==> src/design/address_trap_map.svh <==
`ifndef ADDRESS_TRAP_MAP_SVH
`define ADDRESS_TRAP_MAP_SVH

`define MATCH_ADDR_MSB 17
`define MATCH_CTL_ARMOFF 23
`define MATCH_CTL_WRONLY 22
`define MATCH_CTL_USER 21
`define MATCH_RESET_ADDR 18'h00000
`define MATCH_RESET_CTL 3'h4
`define TRAP_LEVEL 3'h7

`endif

==> src/design/address_trap_pkg.sv <==
package address_trap_pkg;
    typedef logic [17:0] match_addr_t;
    typedef logic [2:0] match_ctl_t;
    typedef enum logic [1:0] {
        SRC_NONE,
        SRC_PROGRAM,
        SRC_PANEL
    } load_src_e;
endpackage

==> src/design/address_comparator.sv <==
`timescale 1ns/1ps
module address_comparator
    import address_trap_pkg::*;
(
    // Operands
    input wire match_addr_t target,
    input wire match_addr_t probe,
    // Result
    output logic equal
);
    assign equal = (target == probe);
endmodule

==> src/design/address_trap_halt.sv <==
`timescale 1ns/1ps
`include "address_trap_map.svh"
// Behaviour
// - Holds a 21-bit match register, loadable by instruction or from panel.
// - Load-match instruction copies word bits 17-0 into match bits 17-0.
// - Load-match ignores word bits 20-18 and copies bits 23-21 into match bits 20-18.
// - An 18-bit equality comparator checks reference addresses and drives trap logic.
// - With halt switch on, match against program address halts the machine.
// - With halt switch off, bit 23 zero arms the trap, one disarms it.
// - Armed trap with matching reference raises executive trap interrupt level 7.
// - Bit 22 one traps only on writes; zero traps on any access.
// - Bit 21 one matches only in user mode; zero only in monitor mode.
// - Cycle-stealing channel addresses never trigger the trap.
// - Trap stays armed and fires on every qualifying reference.
module address_trap_halt
    import address_trap_pkg::*;
(
    // Clock and reset
    input wire logic clk,
    input wire logic rst,
    // Register loads
    input wire logic load_match_instruction,
    input wire logic [23:0] load_word,
    input wire logic panel_load,
    input wire logic [23:0] panel_word,
    // Memory reference path
    input wire logic ref_valid,
    input wire logic [17:0] ref_addr,
    input wire logic ref_write,
    input wire logic ref_cycle_steal,
    input wire logic user_mode,
    // Program address path
    input wire logic prog_valid,
    input wire logic [17:0] prog_addr,
    // Panel
    input wire logic halt_on_match_switch,
    // Results
    output logic [20:0] match_value,
    output logic trap_request,
    output logic [2:0] trap_level,
    output logic halt_request
);
    match_addr_t addr_q, addr_d;
    match_ctl_t ctl_q, ctl_d;
    load_src_e src;
    logic ref_eq, prog_eq, mode_ok, access_ok;
    logic trap_d, trap_q, halt_d, halt_q;

    // Program load takes precedence over a simultaneous panel load
    always_comb begin
        if (load_match_instruction) begin
            src = SRC_PROGRAM;
        end else if (panel_load) begin
            src = SRC_PANEL;
        end else begin
            src = SRC_NONE;
        end
    end

    always_comb begin
        addr_d = addr_q;
        ctl_d = ctl_q;
        case (src)
            SRC_PROGRAM: begin
                addr_d = load_word[`MATCH_ADDR_MSB:0];
                ctl_d = load_word[23:21];
            end
            SRC_PANEL: begin
                addr_d = panel_word[`MATCH_ADDR_MSB:0];
                ctl_d = panel_word[23:21];
            end
            default: begin
                addr_d = addr_q;
            end
        endcase
    end

    always_ff @(posedge clk or posedge rst) begin
        if (rst) begin
            addr_q <= `MATCH_RESET_ADDR;
            ctl_q <= `MATCH_RESET_CTL;
        end else begin
            addr_q <= addr_d;
            ctl_q <= ctl_d;
        end
    end

    address_comparator u_ref_cmp (
        .target(addr_q),
        .probe(ref_addr),
        .equal(ref_eq)
    );

    address_comparator u_prog_cmp (
        .target(addr_q),
        .probe(prog_addr),
        .equal(prog_eq)
    );

    always_comb begin
        mode_ok = (user_mode == ctl_q[0]);
        access_ok = ref_write | ~ctl_q[1];
        // Re-fires every qualifying reference; no self-disarm
        trap_d = ~halt_on_match_switch & ~ctl_q[2]
            & ref_valid & ~ref_cycle_steal
            & ref_eq & access_ok & mode_ok;
        halt_d = halt_on_match_switch & prog_valid & prog_eq & mode_ok;
    end

    always_ff @(posedge clk or posedge rst) begin
        if (rst) begin
            trap_q <= 1'h0;
            halt_q <= 1'h0;
        end else begin
            trap_q <= trap_d;
            halt_q <= halt_d;
        end
    end

    assign match_value = {ctl_q, addr_q};
    assign trap_request = trap_q;
    assign trap_level = `TRAP_LEVEL;
    assign halt_request = halt_q;

    // Register loads
    a_load_copies_word: assert property (@(posedge clk) disable iff (rst)
        load_match_instruction |=>
        match_value == {$past(load_word[23:21]), $past(load_word[17:0])})
        else $error("match load wrong");

    a_load_skips_mid: assert property (@(posedge clk) disable iff (rst)
        load_match_instruction |=>
        match_value[20:18] == $past(load_word[23:21]))
        else $error("control bits misplaced");

    a_program_wins: assert property (@(posedge clk) disable iff (rst)
        (load_match_instruction && panel_load) |=>
        match_value[17:0] == $past(load_word[17:0]))
        else $error("panel load overrode program load");

    a_panel_load: assert property (@(posedge clk) disable iff (rst)
        (panel_load && !load_match_instruction) |=>
        match_value == {$past(panel_word[23:21]), $past(panel_word[17:0])})
        else $error("panel load wrong");

    a_hold_value: assert property (@(posedge clk) disable iff (rst)
        (!load_match_instruction && !panel_load) |=>
        $stable(match_value))
        else $error("match register changed without a load");

    // Reset state
    a_reset_disarms: assert property (@(posedge clk)
        $fell(rst) |->
        ctl_q[2] == 1'h1)
        else $error("reset not disarmed");

    a_reset_quiet: assert property (@(posedge clk)
        $fell(rst) |->
        !trap_request && !halt_request)
        else $error("request pending after reset");

    // Trap path
    a_trap_on_match: assert property (@(posedge clk) disable iff (rst)
        (ref_valid && !ref_cycle_steal && ref_addr == addr_q && !ctl_q[2]
        && !halt_on_match_switch && (ref_write || !ctl_q[1])
        && user_mode == ctl_q[0]) |=>
        trap_request)
        else $error("missed trap");

    a_no_ref_no_trap: assert property (@(posedge clk) disable iff (rst)
        !ref_valid |=>
        !trap_request)
        else $error("trap without a reference");

    a_addr_differs: assert property (@(posedge clk) disable iff (rst)
        (ref_addr != addr_q) |=>
        !trap_request)
        else $error("trap on a different address");

    a_no_trap_disarmed: assert property (@(posedge clk) disable iff (rst)
        ctl_q[2] |=>
        !trap_request)
        else $error("trap while disarmed");

    a_switch_blocks_trap: assert property (@(posedge clk) disable iff (rst)
        halt_on_match_switch |=>
        !trap_request)
        else $error("trap while halt switch on");

    a_steal_ignored: assert property (@(posedge clk) disable iff (rst)
        (ref_cycle_steal && !prog_valid) |=>
        !trap_request && !halt_request)
        else $error("cycle steal trapped");

    a_write_only: assert property (@(posedge clk) disable iff (rst)
        (ctl_q[1] && !ref_write) |=>
        !trap_request)
        else $error("read trapped");

    a_any_access: assert property (@(posedge clk) disable iff (rst)
        (ref_valid && !ref_write && !ref_cycle_steal && ref_addr == addr_q
        && !ctl_q[2] && !ctl_q[1] && !halt_on_match_switch
        && user_mode == ctl_q[0]) |=>
        trap_request)
        else $error("read missed");

    a_mode_gate: assert property (@(posedge clk) disable iff (rst)
        (user_mode != ctl_q[0]) |=>
        !trap_request && !halt_request)
        else $error("wrong mode matched");

    a_refire: assert property (@(posedge clk) disable iff (rst)
        (trap_request && ref_valid && !ref_cycle_steal && ref_addr == addr_q
        && !ctl_q[2] && !halt_on_match_switch && (ref_write || !ctl_q[1])
        && user_mode == ctl_q[0]) |=>
        trap_request)
        else $error("trap self-disarmed");

    a_reload_disarms: assert property (@(posedge clk) disable iff (rst)
        (load_match_instruction && load_word[23]) |->
        ##2 !trap_request)
        else $error("trap after disarming reload");

    // Halt path
    a_halt_on_match: assert property (@(posedge clk) disable iff (rst)
        (halt_on_match_switch && prog_valid && prog_addr == addr_q
        && user_mode == ctl_q[0]) |=>
        halt_request && !trap_request)
        else $error("halt missed");

    a_halt_needs_switch: assert property (@(posedge clk) disable iff (rst)
        !halt_on_match_switch |=>
        !halt_request)
        else $error("halt with switch off");

    a_halt_needs_match: assert property (@(posedge clk) disable iff (rst)
        (!prog_valid || prog_addr != addr_q) |=>
        !halt_request)
        else $error("halt without a match");
endmodule

==> config.mk <==
export PLATFORM = sky130hd
export DESIGN_NAME = address_trap_halt
export DESIGN_NICKNAME = d
export VERILOG_FILES = /design/src/design/address_trap_pkg.sv /design/src/design/address_comparator.sv /design/src/design/address_trap_halt.sv
export VERILOG_INCLUDE_DIRS = /design/src /design/src/design
export SDC_FILE = /design/constraint.sdc
export NUM_CORES = 1
export LEC_CHECK = 0
export BUFFER_PORTS_ARGS = -buffer_cell sky130_fd_sc_hd__buf_2
export CORE_ASPECT_RATIO = 1.25
export CORE_MARGIN = 5
export CORE_UTILIZATION = 30
export DETAILED_ROUTE_END_ITERATION = 12
export PLACE_DENSITY = 0.64
export SYNTH_ARGS = -nofsm -noshare
export SYNTH_HDL_FRONTEND = slang
export SYNTH_SLANG_ARGS = --single-unit
==> constraint.sdc <==
create_clock -name clk -period 2.5 [get_ports clk]
set_input_delay 0.25 -clock clk [delete_from_list [all_inputs] [get_ports clk]]
set_output_delay 0.25 -clock clk [all_outputs]
set_load 0.005 [all_outputs]
# --- Yosys cells after proc, flatten, opt, wreduce, memory -nomap -nowiden ---
# Index checks and enable logic that the tools add are counted.
totals:
  wordCells: 28
  inputBits: 94
  rom_bits: 0
  register_bits: 23
  ram_bits: 0
  n_memories: 0
  latchBits: 0
classes:
  n_shift: 0
  n_addsub: 0
  bitwise: 14
  multipliers: 0
  n_eq_ne: 5
  n_div: 0
  order_cmp: 0
  n_mux: 4
  n_reduce_logical: 1
op_table:
  columns: ["op", "count"]
  rows:
  - ["$eq 18x18->1", 2]
  - ["$pmux 18 s2", 1]
  - ["$and 1x1->1", 9]
  - ["$pmux 3 s2", 1]
  - ["$mux 2", 2]
  - ["$not 1->1", 4]
  - ["$eq 2x1->1 const B", 1]
  - ["$eq 2x2->1 const B", 1]
  - ["$reduce_bool 2->1", 1]
  - ["$eq 1x1->1", 1]
  - ["$or 1x1->1", 1]

# --- Logic depth before layout (Yosys ltp) ---
depth:
  ltp_word: 7
  mapped_depth: 4

# --- Modules after synthesis ---
# From an unflattened synthesis, not the netlist that was laid out.
unflattened:
  hier_cells: 152
  hier_area_um2: 1487.7
modules_own_cells:
  columns: ["module", "area_per_inst_um2", "seq_area_each_um2", "cells_each", "instances"]
  rows:
  - ["address_trap_halt", 1087.3, 576.8, 104, 1]
  - ["address_comparator", 200.2, 0.0, 24, 2]

# --- Worst setup path before layout ---
# No wires, ideal clock.
synth_path:
  path_kind: "reg2reg"
  startpoint: "register addr_q[9]"
  endpoint: "register halt_q, in the netlist halt_request"
  arrival_ns: 1.287
  path_stages_with_launch: 5
  setup_time_ns: 0.096
  n_path_buf: 0
  slack_ns: 1.117
  cell_sequence: "dfrtp_1 xnor2_1 nand4_1 or4_1 nor4_2"
synth_between:
  elab_chain_len: 3
synth_lines:
  columns: ["element", "line", "text"]
  rows:
  - ["from (decl)", "address_trap_halt.sv:43", "match_addr_t addr_q, addr_d;"]
  - ["from (signal assigned)", "address_trap_halt.sv:80", "addr_q <= `MATCH_RESET_ADDR;"]
  - ["from (signal assigned)", "address_trap_halt.sv:83", "addr_q <= addr_d;"]
  - ["$eq 18x18->1", "address_comparator.sv:11", "assign equal = (target == probe);"]
  - ["$and 1x1->1 (2 in series)", "address_trap_halt.sv:107", "halt_d = halt_on_match_switch & prog_valid & prog_eq & mode_ok;"]
  - ["net halt_d", "address_trap_halt.sv:47", "logic trap_d, trap_q, halt_d, halt_q;"]
  - ["to (signal assigned)", "address_trap_halt.sv:116", "halt_q <= halt_d;"]
  - ["to (decl)", "address_trap_halt.sv:47", null]
# The timed path passes the listed nets, and every way through them passes these cells.
# A chain may end at the register's enable or synchronous reset.

# --- Worst setup path after layout ---
layout_path:
  startpoint: "register addr_q[17]"
  endpoint: "register halt_q, in the netlist halt_request"
# Same word-level chain as after synthesis.

==> metrics.md <==
| Metric | Value |
|---|---|
| Tmin final | `about 1.5 ns` |
| RSZ-0062 raised after global routing | `false` |
| Num CTS Buffers | `3` |
| Post-cts gate resize count | `0` |
| P per Cell Area | `449 nW/um^2` |
| Vias in the first global route | `approximately 1,500` |
| GP Congestion | `approximately 0.7` |
| Unique masters post-synth | `20` |
| Final setup viols | `0` |
| Reg2Reg Depth | `4` |
| Post-CTS Hold Fix Bufs | `0` |
| Core Region | `between 4000 and 5000 sq um` |
| Commonest non-fill, non-tap cell in the layout | `buf_2` |
| First-pass GRT wire length | `6980 microns` |
| CP Max Fanout | `4` |
| Core Rows | `28` |
| Mean Syn Cell Area | `between 9 and 10 sq um` |
| Buffers on Ports | `110` |
| Worst-Skew Late Latency | `0.26 ns` |
| Longest Clk Path Bufs | `2` |
| FILL cells | `485` |
| Via count | `roughly 1,500` |
| DP Worst Slack | `between 0.9 and 1 ns` |
| Synthesis Warnings | `0` |
| I/O pins | `120` |
| Total grt overflow | `0` |
| Setup slack after layout | `approximately 0.98 ns` |
| VDD IR max | `0.189 mV` |
| DRT Pass-1 Iters | `4` |
| Die ar. | `6380 sq um` |
| Setup crit end kind | `flip-flop` |
| Die span in y | `between 80 and 90 microns` |
| Reg2reg setup slack | `roughly 1 ns` |
| Max Clock Skew | `roughly 0.0030 ns` |
| H-tree levels | `1` |
| Data arrival time of the critical path | `around 1.7 ns` |
| Tot Pwr | `approximately 0.94 mW` |
| Fmax | `roughly 0.66 GHz` |
| Layout cells sized above 1 | `0.446` |
| Clk pin slew, worst setup/hold paths | `around 0.08 ns` |
| CTS Root Buffer Type | `clkbuf_8` |
| Postcts setup bufs | `0` |
| Hold Path Class | `primary input to async pin` |
| CP startpoint kind | `flip-flop` |
| Post-synthesis register bit count | `23` |
| Syn-to-layout area delta | `42.9%` |
| FF-to-FF End | `halt_request` |
| Final #Nets | `~350` |
| Clock sink count | `23` |
| Placed insts | `between 300 and 400` |
| Setup TNS | `0 ns` |
| TritonCTS clock tree | `done` |
| DP Wirelength | `approximately 3700 microns` |
| Slew HR | `0.395` |
| Routed Antenna Nets | `0` |
| WS Path Type | `flip-flop to flip-flop` |
| Wirelength per Cell | `~14 microns` |
| Gate Count Post-Synth | `152` |
| Post-Route WL | `roughly 4500 microns` |
| Leak | `about 1.1 nW` |
| Die width | `between 70 and 80 microns` |
| Total GRT Usage | `0.140` |
| Worst path required time | `approximately 2.7 ns` |
| Routed vias/inst | `between 4 and 5` |
| Max capacitance violation total | `0` |
| Most frequent cells in the layout | `110 x buf_2, 22 x dfrtp_1, 21 x mux2i_1, 21 x nand2_1, 21 x xnor2_1` |
| Tightest Pin Transition | `about 0.9 ns` |
| Cell Area, Synth | `approximately 1500 sq um` |
| Initial antenna violation count | `0` |
| Final hold viol count | `0` |
| FF-to-FF Start | `addr_q[17]` |
| Initial Utilization | `0.309` |
| Final hold slack | `~0.17 ns` |
| Fin. max-slew vios | `0` |
| Antenna diode count | `0` |
| Fin cells | `around 320` |
| Sequential area share after synthesis | `0.394` |
| Largest net degree at the start of global routing | `43` |
| DRC viols | `0` |
| Initial DRC count | `40` |
| Final Cycle Share | `0.607` |
| Status | `finished, final reports clean` |
## layout make-up
class,instances,area (sq um),area share
clock buffers,4,45.0,0.0216
inverters,2,7.51,0.00359
multi-input cells,119,835,0.399
flip-flops and latches,23,577,0.276
well taps,60,75.1,0.0359
repair buffers,110,551,0.263
## power breakdown
part	total [mW]	switching [mW]	internal, mW
Clock	0.235	0.122	0.114
Sequential	0.448	0.0437	0.404
Combinational	0.256	0.110	0.146
Total	0.939	0.276	0.664
## registers in the layout, summed over array words and instances (netlist names)
signal,count
addr_q,18
trap_request,1
halt_request,1
ctl_q,3
## kinds of logic (layout without fill, tap and decap cells)
family	after synthesis	count (layout)	share of synthesized area
and+or+nand+nor	36	36	0.122
xor gates and xnor gates	37	37	0.222
DFF	23	23	0.394
other	1	3	0.00256
muxes	21	21	0.144
AOI/OAI and AO/OA	22	22	0.0753
buffers and inverters	12	116	0.0402
## metal layers
| layer | wire length [microns] | share of wire | up-vias | track usage |
|---|---|---|---|---|
| met5 | 0 | 0 | - | 0 |
| met4 | 14 | 0.0031 | 0 | 0.0252 |
| met3 | 470 | 0.11 | 2 | 0.0379 |
| met2 | 2360 | 0.53 | 70 | 0.263 |
| met1 | 1610 | 0.36 | 667 | 0.158 |
| li1 | - | - | 728 | - |
## cells in the mapped netlist
master	instances	area, sq um
buf_2	2	10.0
buf_4	3	22.5
clkbuf_1	5	18.8
conb_1	1	3.75
dfrtp_1	22	551
dfstp_2	1	26.3
inv_1	2	7.51
mux2i_1	21	210
nand2_1	21	78.8
nand3_1	1	5.00
nand4_1	6	37.5
nor3_1	2	10.0
nor4_1	3	18.8
nor4_2	1	12.5
nor4b_1	1	8.76
o21ai_0	20	100
o21ai_1	2	10.0
or4_1	1	7.51
xnor2_1	21	184
xor2_1	16	140
## metrics by stage
step / utilization / instance area [sq um]
final: 0.442 / 2090
after global routing: 0.442 / 2090
after CTS: 0.442 / 2090
after detailed placement: 0.432 / 2040
after global placement: 0.432 / 2040
after floorplan: - / 1470
## worst max-delay path by stage
stage	to	slack [ns]	start	cells past startpoint
floorplan	halt_request	1.12	addr_q[9]	4
global placement	halt_request	1.01	addr_q[17]	4
detailed placement	halt_request	0.99	addr_q[17]	4
CTS	halt_request	0.97	addr_q[17]	4
global route	halt_request	0.90	addr_q[9]	4
finish	halt_request	0.98	addr_q[17]	4
## critical path: stages, from the launching register on
cell and delay (ns):
dfrtp_1 0.43, xnor2_1 0.19, nand4_1 0.11, or4_1 0.56, nor4_2 0.14
No activity file was read; power rests on OpenSTA's default activity.
